### config.mk
export PLATFORM = sky130hd
export DESIGN_NAME = lcr_regs
export DESIGN_NICKNAME = d
export VERILOG_FILES = /design/src/lcr_pkg.sv /design/src/lcr_regs.sv
export SDC_FILE = /design/constraint.sdc
export NUM_CORES = 1
export LEC_CHECK = 0
export BUFFER_PORTS_ARGS = -buffer_cell sky130_fd_sc_hd__buf_2
export CAP_MARGIN = 0
export CORE_MARGIN = 5
export CORE_UTILIZATION = 60
export CTS_BUF_LIST = sky130_fd_sc_hd__clkbuf_8
export DETAILED_ROUTE_END_ITERATION = 10
export HOLD_SLACK_MARGIN = 0.08
export PLACE_DENSITY = 0.86
export SLEW_MARGIN = 40
export SYNTH_ARGS = -nofsm -noshare
export SYNTH_HDL_FRONTEND = slang
export SYNTH_SLANG_ARGS = --single-unit
### constraint.sdc
create_clock -name CLK -period 12.5 [get_ports CLK]
set_input_delay 2.5 -clock CLK [delete_from_list [all_inputs] [get_ports CLK]]
set_output_delay 2.5 -clock CLK [all_outputs]
set_load 0.05 [all_outputs]
### src/lcr_pkg.sv
// Package with register map, field layout, reset values and timing of the line calibration bank.
package lcr_pkg;

   // ==========================================================================
   // Register indices; the byte address of each register is four times its index.
   localparam logic [7:0] IDX_CAL_CONTROL_ONE = 8'h60;
   localparam logic [7:0] IDX_CAL_CONTROL_TWO = 8'h61;
   localparam logic [7:0] IDX_RING_MISMATCH = 8'h62;
   localparam logic [7:0] IDX_TIP_MISMATCH = 8'h63;
   localparam logic [7:0] IDX_DIFF_GAIN = 8'h64;
   localparam logic [7:0] IDX_COMMON_GAIN = 8'h65;
   localparam logic [7:0] IDX_CURRENT_LIMIT = 8'h66;
   localparam logic [7:0] IDX_MONITOR_OFFSET = 8'h67;
   localparam logic [7:0] IDX_ANALOG_OFFSET = 8'h68;
   localparam logic [7:0] IDX_AUDIO_OUT_OFFSET = 8'h69;
   localparam logic [7:0] IDX_BALANCE = 8'h6A;
   localparam logic [7:0] IDX_PEAK_MONITOR = 8'h6B;
   localparam logic [7:0] IDX_IRQ_STATUS = 8'h70;
   localparam logic [7:0] IDX_IRQ_MASK = 8'h71;

   // ==========================================================================
   // Result registers, in index order from the ring mismatch register upward.
   localparam int NUM_RESULTS = 10;
   localparam logic [7:0] RES_MASK [0:NUM_RESULTS-1] = '{
      8'h1F, 8'h1F, 8'h1F, 8'h1F, 8'h0F, 8'hFF, 8'h0F, 8'hFF, 8'h3F, 8'h0F};
   localparam logic [7:0] RES_RESET [0:NUM_RESULTS-1] = '{
      8'h10, 8'h10, 8'h11, 8'h10, 8'h08, 8'h88, 8'h00, 8'h00, 8'h20, 8'h08};

   // ==========================================================================
   // Field positions.
   localparam int BIT_GLOBAL_CAL = 6;
   localparam int BIT_MONITOR_CAL_ONE = 4;
   localparam int BIT_MONITOR_CAL_TWO = 3;
   localparam int BIT_AUDIO_OUT_OFFSET_CAL = 2;
   localparam int BIT_AUDIO_IN_OFFSET_CAL = 1;
   localparam int BIT_BALANCE_CAL = 0;
   localparam logic [7:0] CAL_CONTROL_TWO_RESET = 8'h1F;

   // ==========================================================================
   // Calibration steps, run lowest number first.
   localparam int NUM_STEPS = 11;
   typedef enum logic [3:0] {
      STEP_RING, STEP_TIP, STEP_DIFF, STEP_COMMON, STEP_LIMIT, STEP_PEAK,
      STEP_MONITOR_ONE, STEP_MONITOR_TWO, STEP_AUDIO_OUT, STEP_AUDIO_IN, STEP_BALANCE
   } lcr_step_type;
   localparam logic [NUM_STEPS-1:0] PEND_RESET = 11'h7C0;
   localparam logic [NUM_STEPS-1:0] GLOBAL_STEPS = 11'h03F;
   localparam int NUM_IRQ = NUM_STEPS + 1;

   // ==========================================================================
   // Timing.
   localparam int CLK_PERIOD_PS = 5000;
   localparam int STEP_TIME_NS = 1000;
   localparam int STEP_CYCLES_CALC = (STEP_TIME_NS * 1000) / CLK_PERIOD_PS;
   localparam logic [15:0] STEP_CYCLES = 16'(STEP_CYCLES_CALC < 1 ? 1 : STEP_CYCLES_CALC);

endpackage

### src/lcr_regs.sv
// Line calibration register bank with its calibration sequencer and APB slave.
`timescale 1ns/10ps
`default_nettype none

module lcr_regs #(
   parameter int ADDR_WIDTH = 12,
   parameter logic [15:0] STEP_CYCLES = lcr_pkg::STEP_CYCLES
) (
   input wire logic CLK,
   input wire logic RST,
   input wire logic PSEL,
   input wire logic PENABLE,
   input wire logic PWRITE,
   input wire logic [ADDR_WIDTH-1:0] PADDR,
   input wire logic [31:0] PWDATA,
   input wire logic [3:0] PSTRB,
   output logic [31:0] PRDATA,
   output logic PREADY,
   output logic PSLVERR,
   input wire logic [7:0] MEAS_VALUE,
   output logic CAL_ACTIVE,
   output logic [3:0] CAL_STEP,
   output logic IRQ,
   output logic [4:0] RING_MISMATCH_VALUE,
   output logic [4:0] TIP_MISMATCH_VALUE,
   output logic [4:0] DIFF_GAIN_VALUE,
   output logic [4:0] COMMON_GAIN_VALUE,
   output logic [3:0] CURRENT_LIMIT_VALUE,
   output logic [3:0] MONITOR_OFFSET_ONE,
   output logic [3:0] MONITOR_OFFSET_TWO,
   output logic OUT_OFFSET_PLUS,
   output logic OUT_OFFSET_MINUS,
   output logic IN_OFFSET_PLUS,
   output logic IN_OFFSET_MINUS,
   output logic [7:0] AUDIO_OUT_OFFSET_VALUE,
   output logic [5:0] BALANCE_VALUE,
   output logic [3:0] PEAK_MONITOR_VALUE
);

   typedef enum logic {
      CAL_IDLE,
      CAL_MEASURE
   } lcr_cal_state_type;

   localparam int NR = lcr_pkg::NUM_RESULTS;
   localparam int NS = lcr_pkg::NUM_STEPS;
   localparam int NI = lcr_pkg::NUM_IRQ;

   // ==========================================================================
   // APB decode.
   // Registers sit on word addresses only; any other address or an unknown
   // index answers with an error and has no effect.
   wire logic [ADDR_WIDTH-3:0] word_index;
   wire logic [7:0] index;
   wire logic aligned;
   wire logic in_range;
   wire logic hit_ctrl_one;
   wire logic hit_ctrl_two;
   wire logic hit_result;
   wire logic hit_status;
   wire logic hit_mask;
   wire logic mapped;
   wire logic setup_phase;
   wire logic access_done;
   wire logic wr_en;
   wire logic rd_en;
   wire logic [3:0] res_sel;
   wire logic [7:0] wbyte;

   assign word_index = PADDR[ADDR_WIDTH-1:2];
   assign in_range = (word_index >> 8) == '0;
   assign index = word_index[7:0];
   assign aligned = PADDR[1:0] == 2'h0;
   assign hit_ctrl_one = index == lcr_pkg::IDX_CAL_CONTROL_ONE;
   assign hit_ctrl_two = index == lcr_pkg::IDX_CAL_CONTROL_TWO;
   assign hit_result = (index >= lcr_pkg::IDX_RING_MISMATCH)
                       && (index <= lcr_pkg::IDX_PEAK_MONITOR);
   assign hit_status = index == lcr_pkg::IDX_IRQ_STATUS;
   assign hit_mask = index == lcr_pkg::IDX_IRQ_MASK;
   assign mapped = aligned && in_range
                   && (hit_ctrl_one || hit_ctrl_two || hit_result || hit_status || hit_mask);
   assign res_sel = 4'(index - lcr_pkg::IDX_RING_MISMATCH);
   assign setup_phase = PSEL && !PENABLE;
   assign access_done = PSEL && PENABLE;
   assign wr_en = access_done && PWRITE && mapped && PSTRB[0];
   assign rd_en = access_done && !PWRITE && mapped;
   assign wbyte = PWDATA[7:0];

   // No wait states: the read word is prepared in the setup cycle.
   assign PREADY = 1'b1;
   assign PSLVERR = access_done && !mapped;

   // ==========================================================================
   // State.
   lcr_cal_state_type state;
   logic [NS-1:0] pend;
   logic run;
   logic global_busy;
   logic [3:0] cur_step;
   logic [15:0] count;
   logic [7:0] res [0:NR-1];
   logic [NI-1:0] irq_status;
   logic [NI-1:0] irq_mask;
   logic [NI-1:0] read_snapshot;

   // ==========================================================================
   // Step selection and write effects on the calibration controls.
   logic [3:0] first_pend;
   logic any_pend;

   always_comb begin
      first_pend = 4'h0;
      any_pend = 1'b0;
      for (int s = NS - 1; s >= 0; s--) begin
         if (pend[s]) begin
            first_pend = 4'(s);
            any_pend = 1'b1;
         end
      end
   end

   wire logic wr_ctrl_one;
   wire logic wr_ctrl_two;
   wire logic global_start;
   wire logic local_start;
   wire logic step_done;
   wire logic run_over;
   wire logic [NS-1:0] wr_two_bits;
   wire logic [NS-1:0] wr_two_keep;

   assign wr_ctrl_one = wr_en && hit_ctrl_one;
   assign wr_ctrl_two = wr_en && hit_ctrl_two;
   assign global_start = wr_ctrl_one && wbyte[lcr_pkg::BIT_GLOBAL_CAL];
   // Only the three audio and balance bits start a run; the monitor bits only enable.
   assign local_start = wr_ctrl_two
                        && (wbyte[lcr_pkg::BIT_AUDIO_OUT_OFFSET_CAL]
                            || wbyte[lcr_pkg::BIT_AUDIO_IN_OFFSET_CAL]
                            || wbyte[lcr_pkg::BIT_BALANCE_CAL]);
   assign wr_two_bits = {wbyte[lcr_pkg::BIT_BALANCE_CAL],
                         wbyte[lcr_pkg::BIT_AUDIO_IN_OFFSET_CAL],
                         wbyte[lcr_pkg::BIT_AUDIO_OUT_OFFSET_CAL],
                         wbyte[lcr_pkg::BIT_MONITOR_CAL_TWO],
                         wbyte[lcr_pkg::BIT_MONITOR_CAL_ONE],
                         6'h00};
   assign wr_two_keep = {5'h00, 6'h3F};
   assign step_done = (state == CAL_MEASURE) && (count == 16'h0001);
   assign run_over = run && (state == CAL_IDLE) && !any_pend;

   logic [NS-1:0] next_pend;

   always_comb begin
      next_pend = pend;
      if (step_done) begin
         next_pend[cur_step] = 1'b0;
      end
      // A running step cannot be aborted, so its bit stays set until it ends.
      if (wr_ctrl_two) begin
         next_pend = (next_pend & wr_two_keep) | wr_two_bits;
         if (state == CAL_MEASURE && !step_done) begin
            next_pend[cur_step] = 1'b1;
         end
      end
      if (global_start) begin
         next_pend = next_pend | lcr_pkg::GLOBAL_STEPS;
      end
   end

   // ==========================================================================
   // Calibration sequencer.
   always_ff @(posedge CLK or posedge RST) begin
      if (RST) begin
         pend <= lcr_pkg::PEND_RESET;
         run <= 1'b0;
         global_busy <= 1'b0;
         state <= CAL_IDLE;
         cur_step <= 4'h0;
         count <= 16'h0000;
      end else begin
         pend <= next_pend;
         if (global_start || local_start) begin
            run <= 1'b1;
         end else if (run_over) begin
            run <= 1'b0;
         end
         if (global_start) begin
            global_busy <= 1'b1;
         end else if (run_over) begin
            global_busy <= 1'b0;
         end
         case (state)
            CAL_IDLE: begin
               if (run && any_pend) begin
                  cur_step <= first_pend;
                  count <= STEP_CYCLES;
                  state <= CAL_MEASURE;
               end
            end
            CAL_MEASURE: begin
               count <= count - 16'h0001;
               if (step_done) begin
                  state <= CAL_IDLE;
               end
            end
            default: begin
               state <= CAL_IDLE;
            end
         endcase
      end
   end

   // ==========================================================================
   // Result capture at the end of a step.
   logic [3:0] cap_reg;
   logic [7:0] cap_word;
   wire logic [7:0] cap_old;

   assign cap_old = res[cap_reg];

   always_comb begin
      cap_reg = 4'h0;
      cap_word = MEAS_VALUE;
      case (lcr_pkg::lcr_step_type'(cur_step))
         lcr_pkg::STEP_RING: cap_reg = 4'h0;
         lcr_pkg::STEP_TIP: cap_reg = 4'h1;
         lcr_pkg::STEP_DIFF: cap_reg = 4'h2;
         lcr_pkg::STEP_COMMON: cap_reg = 4'h3;
         lcr_pkg::STEP_LIMIT: cap_reg = 4'h4;
         lcr_pkg::STEP_PEAK: cap_reg = 4'h9;
         lcr_pkg::STEP_MONITOR_ONE: begin
            cap_reg = 4'h5;
            cap_word = {MEAS_VALUE[3:0], cap_old[3:0]};
         end
         lcr_pkg::STEP_MONITOR_TWO: begin
            cap_reg = 4'h5;
            cap_word = {cap_old[7:4], MEAS_VALUE[3:0]};
         end
         lcr_pkg::STEP_AUDIO_OUT: cap_reg = 4'h7;
         lcr_pkg::STEP_AUDIO_IN: begin
            // The input offset search settles the two input trim bits only.
            cap_reg = 4'h6;
            cap_word = {cap_old[7:2], MEAS_VALUE[1:0]};
         end
         lcr_pkg::STEP_BALANCE: cap_reg = 4'h8;
         default: cap_reg = 4'h0;
      endcase
   end

   // ==========================================================================
   // Result registers; a capture wins over a software write in the same cycle.
   for (genvar r = 0; r < NR; r++) begin : g_result
      wire logic cap_hit;
      wire logic wr_hit;

      assign cap_hit = step_done && (cap_reg == 4'(r));
      assign wr_hit = wr_en && hit_result && (res_sel == 4'(r));

      always_ff @(posedge CLK or posedge RST) begin
         if (RST) begin
            res[r] <= lcr_pkg::RES_RESET[r];
         end else if (cap_hit) begin
            res[r] <= cap_word & lcr_pkg::RES_MASK[r];
         end else if (wr_hit) begin
            res[r] <= wbyte & lcr_pkg::RES_MASK[r];
         end
      end
   end

   // ==========================================================================
   // Interrupts: one sticky bit per step end, plus one for the end of a run.
   // Reading the status clears only the bits that the read returned, so an
   // event arriving between setup and access is kept for the next read.
   logic [NI-1:0] irq_event;

   always_comb begin
      irq_event = '0;
      if (step_done) begin
         irq_event[cur_step] = 1'b1;
      end
      irq_event[NI-1] = run_over;
   end

   wire logic clear_status;
   wire logic wr_mask;

   assign clear_status = rd_en && hit_status;
   assign wr_mask = wr_en && hit_mask;

   always_ff @(posedge CLK or posedge RST) begin
      if (RST) begin
         irq_status <= '0;
         irq_mask <= '0;
      end else begin
         irq_status <= (irq_status & ~(clear_status ? read_snapshot : '0)) | irq_event;
         if (wr_mask) begin
            irq_mask <= PWDATA[NI-1:0];
         end
      end
   end

   assign IRQ = |(irq_status & irq_mask);

   // ==========================================================================
   // Read path.
   logic [31:0] read_word;
   wire logic [7:0] ctrl_two_view;

   assign ctrl_two_view = {3'h0,
                           pend[lcr_pkg::STEP_MONITOR_ONE],
                           pend[lcr_pkg::STEP_MONITOR_TWO],
                           pend[lcr_pkg::STEP_AUDIO_OUT],
                           pend[lcr_pkg::STEP_AUDIO_IN],
                           pend[lcr_pkg::STEP_BALANCE]};

   always_comb begin
      read_word = 32'h0000_0000;
      if (hit_ctrl_one) begin
         read_word[lcr_pkg::BIT_GLOBAL_CAL] = global_busy;
      end else if (hit_ctrl_two) begin
         read_word[7:0] = ctrl_two_view;
      end else if (hit_result) begin
         read_word[7:0] = res[res_sel] & lcr_pkg::RES_MASK[res_sel];
      end else if (hit_status) begin
         read_word[NI-1:0] = irq_status;
      end else if (hit_mask) begin
         read_word[NI-1:0] = irq_mask;
      end
      if (!mapped) begin
         read_word = 32'h0000_0000;
      end
   end

   always_ff @(posedge CLK or posedge RST) begin
      if (RST) begin
         PRDATA <= 32'h0000_0000;
         read_snapshot <= '0;
      end else if (setup_phase && !PWRITE) begin
         PRDATA <= read_word;
         read_snapshot <= hit_status && mapped ? irq_status : '0;
      end
   end

   // ==========================================================================
   // Values handed to the analog front end.
   assign CAL_ACTIVE = state == CAL_MEASURE;
   assign CAL_STEP = cur_step;
   assign RING_MISMATCH_VALUE = res[0][4:0];
   assign TIP_MISMATCH_VALUE = res[1][4:0];
   assign DIFF_GAIN_VALUE = res[2][4:0];
   assign COMMON_GAIN_VALUE = res[3][4:0];
   assign CURRENT_LIMIT_VALUE = res[4][3:0];
   assign MONITOR_OFFSET_ONE = res[5][7:4];
   assign MONITOR_OFFSET_TWO = res[5][3:0];
   assign OUT_OFFSET_PLUS = res[6][3];
   assign OUT_OFFSET_MINUS = res[6][2];
   assign IN_OFFSET_PLUS = res[6][1];
   assign IN_OFFSET_MINUS = res[6][0];
   assign AUDIO_OUT_OFFSET_VALUE = res[7];
   assign BALANCE_VALUE = res[8][5:0];
   assign PEAK_MONITOR_VALUE = res[9][3:0];

endmodule

`default_nettype wire

==> impl_metrics.csv, run 1 <==
group,metric,value,unit
clock_network,cts_tree,"done",
logic_synthesis,yosysTopAreaCell,"dfrtp_1",
setup_path,r2r-start,"count[6]",
placed_design,place_area,8258,µm²
sta,period_needed,6.602,ns
logic_synthesis,yosys.cell_types.count,68,
clock_network,numCtsBuffers,17,
setup_path,ff2ff_setup_slack,9.43,ns
finish,layout_common_cells,"121 x dfrtp_1, 110 x buf_2, 102 x mux2i_1, 68 x nand2_1, 66 x o21ai_0",
logic_synthesis,postSynth.asyncResetShare,1.000,
route,wl_per_cell,21.61,µm
sta,max_freq,151.5,MHz
clock_network,clock-sinks,136,
floorplanning,num_rows,41,
floorplanning,core,12620,µm²
global_route,antenna_found_initial,0,
logic_synthesis,yosysSeqAreaShare,0.4426,
route,drt-total-wl,22590,µm
min_path,holdPathStages,2,
sta,hold_violations,0,
floorplanning,die_w,123.5,µm
floorplanning,die_area,15260,µm²
logic_synthesis,synthMuxAreaShare,0.1746,
logic_synthesis,synth_area_leaders,"dfrtp_1 39%, mux2i_1 13%, dfstp_2 5.1%, o21ai_0 4.3%, nand2_1 3.3%",
clock_network,postCtsHoldBufs,0,
setup_path,crit_chain,"buf_2, nor3_1, a2bb2o_1, a21oi_1, buf_2",
finish,diodes,0,
route,drc_errors,0,
clock_network,cts_root_buffer,"clkbuf_8",
setup_path,rr_worst_depth,5,
logic_synthesis,netlist.area_leader.share,0.3916,
finish,stdcell_area,8670,µm²
flow_run,maxCapViolations,0,
floorplanning,ios,155,
route,num_vias,6836,
setup_path,crit_top_cell,"buf_2",
placed_design,io_buffers,110,
global_route,grt_pass1_wl,35210,µm
setup_path,critical-path-slowest-cell,"buf_2",
global_route,grt_pass1_vias,6428,
sta,max_slew_margin,0.4382,
sta,period_share,0.5282,
floorplanning,die_h,123.5,µm
logic_synthesis,synth-edff-count,0,
setup_path,cp_data_arrival_time,4.10,ns
sta,skew,0.01418,ns
logic_synthesis,synth-simple-area-share,0.1670,
setup_path,cp_num_buf_inv,2,
setup_path,path_max_fanout,26,
placed_design,place.gp.congestion,0.9786,
power_and_ir_drop,vdd_drop_max,81.67,µV
outcome,outcome,"finished, final reports clean",
placed_design,hpwl,15940,µm
global_route,grt_max_degree,75,
sta,final_max_slew_viol_count,0,
logic_synthesis,yosysWarnings,0,
route,drt-vias-per-instance,6.542,
logic_synthesis,synthCells,773,
logic_synthesis,synth-compound-area-share,0.1502,
sta,worstMarginPinSlew,0.8192,ns
power_and_ir_drop,powerDensity,104.9,nW/µm²
power_and_ir_drop,leakage,4.152,nW
clock_network,cts_setup_buffers,0,
logic_synthesis,syn_avg_cell_area,10.00,µm²
finish,num-fill-cells,954,
logic_synthesis,synth_adder_area_share,0.004855,
global_route,grtUsageTotal,0.3060,
logic_synthesis,synth_top_family_by_area,"multiplexers",
route,drt_iter0_drc,1079,
clock_network,clkLatencyLatePin,0.46,ns
finish,layout.nets,924,
min_path,hp-start,"PRDATA[6]",
global_route,grt_overflow,0,
logic_synthesis,synth_xor_area_frac,0.002266,
setup_path,crit_type,"input pin to primary output",
setup_path,cpPeakStageDelay,0.60,ns
logic_synthesis,synth_flop_cell,"dfrtp_1",
setup_path,worstPathRequired,10.00,ns
finish,drive_above_1_share,0.2257,
clock_network,clk_path_buf_depth,2,
setup_path,r2r_end,"COMMON_GAIN_VALUE[2]",
logic_synthesis,synth-seq-cells,136,
sta,rsz0062_at_grt,"no",
route,firstDrtPassIters,6,
sta,setup_tns,0,ns
setup_path,cp_top_family,"buffers and inverters",
finish,synthToLayoutAreaGrowth,12.14,%
clock_network,path_clk_slew,0.07,ns
clock_network,cts_resized,0,
finish,final_common_cell,"dfrtp_1",
logic_synthesis,synth.cell_area,7731,µm²
sta,finalSetupViolCount,0,
route,ant_nets,0,
min_path,whs_endpoint,"PRDATA[6]",
clock_network,htree_levels,4,
setup_path,startpoint_type,"input pin",
floorplanning,start_util,0.6126,
min_path,hp-class,"flip-flop to flip-flop",
setup_path,endpoint_kind,"primary output",
finish,final_cells,1045,
sta,hold_slack,0.4794,ns
placed_design,dp.cells,1013,
## Yosys cell counts (10+ instances only)
cell and instances:
nor2_1 36, inv_1 28, clkbuf_1 26, mux2i_1 103
dfstp_2 15, buf_4 21, dfrtp_1 121, a21oi_1 38
nand2_1 68, nor3_1 15, buf_2 10, o21ai_0 66
mux2_2 13, a22o_1 18, nor2b_1 11, nand3_1 30
## flip-flops by register name, indices dropped and copies added, names as in the netlist, 6 cells and up
name	cells
irq_mask	12
PRDATA	12
read_snapshot	12
BALANCE_VALUE	6
count	16
irq_status	12
pend	11
AUDIO_OUT_OFFSET_VALUE	8
## area by class of cell
| class | instances | area [µm²] | area share |
|---|---|---|---|
| inverter | 28 | 110.1 | 0.01270 |
| sequential | 136 | 3422 | 0.3947 |
| clock inverter | 14 | 148.9 | 0.01717 |
| multi-input combinational | 566 | 3964 | 0.4572 |
| clock buffer | 18 | 247.7 | 0.02858 |
| timing repair buffer | 111 | 561.8 | 0.06480 |
| tap | 172 | 215.2 | 0.02482 |
## stage by stage
stage          total power [mW]  worst slack, ns  utilization
2_1_floorplan            0.5273            5.978            -
3_3_place_gp             0.5466            5.947       0.6533
3_5_place_dp             0.5483            5.953       0.6544
4_1_cts                  0.9089            5.939       0.6858
5_1_grt                  0.9382            5.838       0.6870
6_report                 0.9096            5.898       0.6870
## worst min-delay path: cells and delay by family (launching register included)
| kind | cells | cell delay (ns) |
|---|---|---|
| AO/OA/AOI/OAI | 1 | 0.06 |
| flip-flops | 1 | 0.34 |
| AND/OR/NAND/NOR | 1 | 0.05 |
## how the worst max path moves through the flow
| stage | startpoint | slack [ns] | to | cells after the start |
|---|---|---|---|---|
| floorplan | PADDR[6] | 5.98 | PSLVERR | 4 |
| global placement | PADDR[3] | 5.95 | PSLVERR | 5 |
| detailed placement | PADDR[3] | 5.95 | PSLVERR | 5 |
| CTS | PADDR[3] | 5.94 | PSLVERR | 5 |
| global route | PADDR[3] | 5.84 | PSLVERR | 5 |
| finish | PADDR[3] | 5.90 | PSLVERR | 5 |
## logic make-up after synthesis
group / Yosys count
AOI/OAI and AO/OA: 180
xor gates and xnor gates: 2
adders and majority gates: 3
buffers and inverters: 90
DFF: 136
muxes: 124
other: 2
and+or+nand+nor: 236
## report_power, final
part / leakage [nW] / internal, mW / total (mW) / switching (mW)
registers: 1.69 / 0.445 / 0.450 / 0.00481
clock network: 0.203 / 0.184 / 0.367 / 0.183
logic: 2.26 / 0.0220 / 0.0932 / 0.0713
## routing by layer
metal	up-vias	share of wire	GRT usage	wire length [µm]
li1	2989	-	-	-
met1	3298	0.41	0.4441	9164
met2	492	0.45	0.4434	10050
met3	57	0.12	0.07731	2741
met4	0	0.028	0.1156	628
met5	-	0	0	0
Note: power is estimated with default switching activity, not from simulation.
==> inputs of run 2 (changes only) <==
--- a/config.mk
+++ b/config.mk
@@ -8,11 +8,11 @@
 export BUFFER_PORTS_ARGS = -buffer_cell sky130_fd_sc_hd__buf_2
 export CAP_MARGIN = 0
 export CORE_MARGIN = 5
-export CORE_UTILIZATION = 60
+export CORE_UTILIZATION = 57
 export CTS_BUF_LIST = sky130_fd_sc_hd__clkbuf_8
 export DETAILED_ROUTE_END_ITERATION = 10
 export HOLD_SLACK_MARGIN = 0.08
-export PLACE_DENSITY = 0.86
+export PLACE_DENSITY = 0.82
 export SLEW_MARGIN = 40
 export SYNTH_ARGS = -nofsm -noshare
 export SYNTH_HDL_FRONTEND = slang
==> constraint.sdc (replaced) <==
create_clock -name CLK -period 6.8 [get_ports CLK]
set_input_delay 1.36 -clock CLK [delete_from_list [all_inputs] [get_ports CLK]]
set_output_delay 1.36 -clock CLK [all_outputs]
set_load 0.05 [all_outputs]
==> run 2 against run 1 <==
Effect of this change: clock power is 71% higher; largest cell class unchanged; first-iteration DRC count shrank 22%; register-to-register slack got worse by 5.7 ns; global-route usage is 2.8 points lower; clock skew increased by 0.0024 ns; cell area is 0.26% lower; highest routed layer unchanged; clock-buffer cell count is 1 higher; die area grew 4.8%; combinational power rose by 83%; critical path type unchanged; power rose by 79%; sequential cell count unchanged.
==> impl_metrics.csv, run 2 (synthesized netlist as in run 1, its figures left out) <==
group,metric,value,unit
outcome,outcome,"finished, final reports clean",
power_and_ir_drop,comb_power_share,0.105,
power_and_ir_drop,pwr-share-clk,0.386,
sta,worstMarginPinSlew,0.8376,ns
setup_path,cpPeakStageDelay,0.57,ns
route,drc_errors,0,
placed_design,hpwl,16040,µm
setup_path,endpoint_kind,"primary output",
setup_path,r2r-start,"count[6]",
power_and_ir_drop,intPower,1.163,mW
finish,synthToLayoutAreaGrowth,11.85,%
finish,drive_above_1_share,0.2245,
sta,hold_slack,0.4795,ns
floorplanning,ios,155,
setup_path,cp_top_family,"buffers and inverters",
sta,finalSetupViolCount,0,
power_and_ir_drop,p_switching,0.4617,mW
setup_path,crit_type,"input pin to primary output",
route,drt-vias-per-instance,6.336,
setup_path,ff2ff_setup_slack,3.78,ns
sta,max_slew_margin,0.4256,
sta,skew,0.01662,ns
setup_path,critical-path-slowest-cell,"buf_2",
route,drt-total-wl,22160,µm
clock_network,path_clk_slew,0.07,ns
placed_design,place.gp.congestion,0.9784,
clock_network,clock-sinks,136,
floorplanning,core,13300,µm²
global_route,grtUsageTotal,0.2776,
clock_network,cts_setup_buffers,0,
setup_path,path_max_fanout,26,
sta,period_share,0.6335,
floorplanning,die_w,126.5,µm
sta,period_needed,4.308,ns
finish,largest_reg_flops,16,
clock_network,cts_root_buffer,"clkbuf_8",
clock_network,clk_path_buf_depth,2,
power_and_ir_drop,switching_share,0.2841,
min_path,hp-start,"PRDATA[1]",
setup_path,crit_path_start,"PADDR[3]",
setup_path,worstPathRequired,5.44,ns
finish,regMostFlops,"count",
power_and_ir_drop,finalPower,1.625,mW
route,drt_iter0_drc,842,
route,num_vias,6646,
finish,num-fill-cells,1058,
setup_path,cp_num_buf_inv,2,
clock_network,clkLatencyLatePin,0.45,ns
sta,rsz0062_at_grt,"no",
min_path,holdPathStages,2,
route,wl_per_cell,21.12,µm
floorplanning,start_util,0.5815,
sta,hold_violations,0,
placed_design,place_area,8265,µm²
flow_run,maxCapViolations,0,
setup_path,crit_top_cell,"buf_2",
global_route,grt_pass1_wl,35010,µm
global_route,grt_overflow,0,
power_and_ir_drop,leakage,4.139,nW
setup_path,worstSetupEndpoint,"PSLVERR",
setup_path,startpoint_type,"input pin",
finish,layout.nets,924,
sta,worst_slack,2.492,ns
setup_path,rr_worst_depth,5,
global_route,grt_pass1_vias,6273,
finish,final_common_cell,"dfrtp_1",
finish,diodes,0,
power_and_ir_drop,vdd_drop_max,144.5,µV
setup_path,cp_data_arrival_time,2.95,ns
finish,final_cells,1049,
min_path,hp-class,"flip-flop to flip-flop",
route,firstDrtPassIters,5,
sta,max_freq,232.1,MHz
floorplanning,die_h,126.5,µm
clock_network,postCtsHoldBufs,0,
setup_path,cp_num_cells,5,
clock_network,htree_levels,4,
setup_path,crit_chain,"buf_2, nor3_1, a2bb2o_1, a21oi_1, buf_2",
finish,stdcell_area,8647,µm²
route,ant_nets,0,
placed_design,dp.cells,1017,
placed_design,preCtsSetupSlack,2.364,ns
power_and_ir_drop,powerDensity,187.9,nW/µm²
finish,final_util,0.6504,
global_route,grt_max_degree,74,
sta,setup_tns,0,ns
clock_network,numCtsBuffers,17,
finish,layout_common_cells,"121 x dfrtp_1, 110 x buf_2, 102 x mux2i_1, 68 x nand2_1, 66 x o21ai_0",
clock_network,cts_resized,0,
placed_design,io_buffers,110,
sta,final_max_slew_viol_count,0,
global_route,antenna_found_initial,0,
floorplanning,num_rows,42,
setup_path,r2r_end,"COMMON_GAIN_VALUE[2]",
power_and_ir_drop,seqPwrFrac,0.509,
clock_network,cts_tree,"done",
floorplanning,die_area,15990,µm²
-- run 2: changes by cell type in the layout (fill, tap and decap cells not counted), sizes merged --
cell / delta
clkinvlp: +1
clkbuf: +1
inv: -4
bufinv: -1
clkinv: +3
-- run 2: tightest hold or removal path: stages, from the launching register on --
cell and delay, ns:
dfrtp_1 0.34, nand2_1 0.05, o31ai_1 0.05
-- run 2: worst min path at each step --
| stage | end | slack (ns) |
|---|---|---|
| 2_1_floorplan | global_busy | 0.45 |
| 3_3_place_gp | PRDATA[6] | 0.47 |
| 3_5_place_dp | PRDATA[1] | 0.47 |
| 4_1_cts | PRDATA[1] | 0.48 |
| 5_1_grt | PRDATA[0] | 0.51 |
| 6_report | PRDATA[1] | 0.48 |
-- run 2: cell type report --
class / instances / area (µm²) / area share
flip-flops and latches: 136 / 3422 / 0.3957
clock inverters: 13 / 110.1 / 0.01273
clock buffers: 19 / 261.5 / 0.03024
repair buffers: 111 / 561.8 / 0.06497
inverters: 28 / 110.1 / 0.01273
multi-input cells: 566 / 3961 / 0.4581
well taps: 176 / 220.2 / 0.02547
-- run 2: power groups by stage --
stage / Clock, mW / Combinational (mW) / Sequential [mW]
6_report: 0.627 / 0.171 / 0.826
5_1_grt: 0.669 / 0.183 / 0.827
4_1_cts: 0.634 / 0.169 / 0.826
3_5_place_dp: 0 / 0.168 / 0.841
3_3_place_gp: 0 / 0.166 / 0.841
2_1_floorplan: 0 / 0.103 / 0.867
-- run 2: routing by layer --
layer / share of wire / track usage
met5: 0 / 0
met3: 0.11 / 0.08323
met1: 0.43 / 0.4098
met4: 0.024 / 0.08580
met2: 0.43 / 0.3941
==> inputs of run 3 (changes only) <==
--- a/config.mk
+++ b/config.mk
@@ -5,14 +5,15 @@
 export SDC_FILE = /design/constraint.sdc
 export NUM_CORES = 1
 export LEC_CHECK = 0
+export ABC_AREA = 1
 export BUFFER_PORTS_ARGS = -buffer_cell sky130_fd_sc_hd__buf_2
 export CAP_MARGIN = 0
 export CORE_MARGIN = 5
-export CORE_UTILIZATION = 57
+export CORE_UTILIZATION = 58
 export CTS_BUF_LIST = sky130_fd_sc_hd__clkbuf_8
 export DETAILED_ROUTE_END_ITERATION = 10
 export HOLD_SLACK_MARGIN = 0.08
-export PLACE_DENSITY = 0.82
+export PLACE_DENSITY = 0.83
 export SLEW_MARGIN = 40
 export SYNTH_ARGS = -nofsm -noshare
 export SYNTH_HDL_FRONTEND = slang
==> constraint.sdc (replaced) <==
create_clock -name CLK -period 4.4 [get_ports CLK]
set_input_delay 0.88 -clock CLK [delete_from_list [all_inputs] [get_ports CLK]]
set_output_delay 0.88 -clock CLK [all_outputs]
set_load 0.05 [all_outputs]
==> run 3 against run 2 <==
Effect of this change: die area up 0.97%; combinational power up 43%; clock skew down 0.0022 ns; sequential share of layout area down 1.5 points; worst hold slack about the same; core utilization up 2.3 points; cell area up 4.0%; sequential cell count unchanged; non-clock buffer count up 2; power up 61%; setup slack worse by 1.3 ns; via count up 25%; largest power group unchanged.
==> impl_metrics.csv, run 3 <==
group,metric,value,unit
global_route,grt_overflow,0,
setup_path,cp_data_arrival_time,2.34,ns
global_route,grtUsageTotal,0.3161,
setup_path,endpoint_kind,"primary output",
sta,hold_violations,0,
floorplanning,num_rows,42,
finish,final_util,0.6734,
clock_network,numCtsBuffers,17,
power_and_ir_drop,powerDensity,291.3,nW/µm²
finish,layout_common_cells,"303 x nand2_1, 161 x nand3_1, 121 x dfrtp_1, 110 x buf_2, 103 x inv_1",
sta,worstMarginPinSlew,0.8183,ns
route,wl_met1,10290,µm
floorplanning,die_area,16150,µm²
logic_synthesis,synth.cell_area,7949,µm²
sta,finalSetupViolCount,0,
logic_synthesis,synth-edff-count,0,
finish,regMostFlops,"count",
finish,final_common_cell,"nand2_1",
sta,final_max_slew_viol_count,0,
finish,diodes,0,
clock_network,htree_levels,4,
route,num_vias,8291,
route,firstDrtPassIters,6,
finish,stdcell_area,8989,µm²
logic_synthesis,synth-seq-cells,136,
route,wl_per_cell,18.44,µm
clock_network,path_clk_slew,0.08,ns
logic_synthesis,synth_common_cells,"303 x nand2_1, 161 x nand3_1, 121 x dfrtp_1",
outcome,outcome,"finished, final reports clean",
finish,synthToLayoutAreaGrowth,13.08,%
route,drc_errors,0,
route,drt-vias-per-instance,6.004,
logic_synthesis,yosysWarnings,0,
logic_synthesis,syn_avg_cell_area,7.333,µm²
route,drt-total-wl,25470,µm
clock_network,clk_path_buf_depth,2,
logic_synthesis,yosys.cell_types.count,42,
finish,largest_reg_flops,16,
setup_path,worstPathRequired,3.52,ns
setup_path,startpoint_type,"input pin",
global_route,grt_pass1_vias,7761,
setup_path,path_max_fanout,8,
sta,max_freq,310.2,MHz
power_and_ir_drop,vdd_drop_max,173.9,µV
finish,layout.nets,1257,
floorplanning,core,13350,µm²
logic_synthesis,synthCells,1084,
flow_run,maxCapViolations,0,
setup_path,crit_type,"input pin to primary output",
floorplanning,start_util,0.5955,
logic_synthesis,synth_flop_cell,"dfrtp_1",
floorplanning,die_h,127.1,µm
sta,setup_tns,0,ns
logic_synthesis,yosysTopAreaCell,"dfrtp_1",
sta,skew,0.01438,ns
clock_network,cts_setup_buffers,0,
route,met3_length,3262,µm
finish,drive_above_1_share,0.1793,
placed_design,hpwl,18770,µm
clock_network,clkLatencyLatePin,0.47,ns
floorplanning,die_w,127.1,µm
placed_design,io_buffers,110,
floorplanning,ios,155,
route,routed.top_layer,"met4",
route,ant_nets,0,
power_and_ir_drop,finalPower,2.618,mW
logic_synthesis,netlist.area_leader.share,0.3809,
sta,period_needed,3.223,ns
global_route,antenna_found_initial,0,
sta,rsz0062_at_grt,"no",
route,dr_wl_met2,11080,µm
sta,max_slew_margin,0.4515,
clock_network,cts_root_buffer,"clkbuf_8",
global_route,grt_pass1_wl,40390,µm
min_path,holdPathStages,2,
global_route,grt_max_degree,137,
setup_path,rr_worst_depth,10,
logic_synthesis,synth_area_leaders,"dfrtp_1 38%, nand2_1 14%, nand3_1 10%, dfstp_2 5.0%, inv_1 4.9%",
clock_network,clock-sinks,136,
clock_network,cts_tree,"done",
min_path,hp-class,"flip-flop to flip-flop",
placed_design,place_area,8571,µm²
route,drt_iter0_drc,1045,
clock_network,postCtsHoldBufs,0,
placed_design,place.gp.congestion,1.002,
logic_synthesis,postSynth.asyncResetShare,1.000,
clock_network,cts_resized,0,
sta,period_share,0.7326,
logic_synthesis,synth_most_common_cell,"nand2_1",
logic_synthesis,yosysSeqAreaShare,0.4305,
power_and_ir_drop,leakage,4.585,nW
setup_path,ff2ff_setup_slack,1.87,ns
## run 3: cell types whose count changed after synthesis, sizes merged, moves of 26 or more
cell,before,now
a21oi,38,12
nand2,68,310
o22ai,1,28
nand3,30,164
mux2i,103,0
inv,28,120
nor2,38,104
## run 3: worst max-delay path, stage by stage
cell     delay [ns]
buf_2          0.11
inv_2          0.04
nand2_1        0.09
nor3_2         0.24
o21ai_2        0.13
nand2_2        0.12
nand2_1        0.16
inv_1          0.27
nor2_1         0.08
buf_2          0.22
## run 3: path summary, 6_finish.rpt
| check | from | to |
|---|---|---|
| setup / recovery | PADDR[9] | PSLVERR |
| hold / removal | PRDATA[6] | PRDATA[6] |
| setup reg to reg | count[1] | TIP_MISMATCH_VALUE[3] |
| hold reg to reg | PRDATA[6] | PRDATA[6] |
| max in group asynchronous | RST | PEAK_MONITOR_VALUE[1] |
| min in group asynchronous | RST | read_snapshot[11] |
## run 3: cell type report
type | count | area (µm²)
Timing Repair Buffer | 113 | 585.6
Fill cell | 1202 | 4359
Sequential cell | 136 | 3422
Clock inverter | 13 | 170.2
Clock buffer | 18 | 247.7
Inverter | 123 | 466.7
Tap cell | 176 | 220.2
Multi-Input combinational cell | 802 | 3876
## run 3: where the power goes
part	total (mW)	switching [mW]	leakage, nW	internal [mW]
registers	1.27	0.00985	1.73	1.26
clock network	1.10	0.523	0.214	0.579
logic	0.245	0.195	2.64	0.0500
## run 3: cells by family after synthesis
group           Yosys count  share of synthesized area
simple gates            629                     0.3589
buf+inv                 165                    0.09082
compound gates          147                     0.1119
flops                   136                     0.4305
fa+ha+maj                 3                   0.004723
xor+xnor                  2                   0.002204
other cells               2                  0.0009448
## run 3: routing by layer
layer,global-route usage,vias up
met3,0.07763,88
met4,0.1331,0
li1,-,3799
met2,0.4679,569
met5,0,-
met1,0.4465,3835
## run 3: through the flow
stage | cells | hold slack [ns] | worst slack [ns]
4_1_cts | 1381 | 0.4844 | 1.192
5_1_grt | 1381 | 0.5158 | 1.004
6_report | 1381 | 0.4791 | 1.177
2_1_floorplan | 1103 | 0.4458 | 1.312
3_5_place_dp | 1350 | 0.4636 | 1.097
3_3_place_gp | 1350 | 0.4580 | 1.120
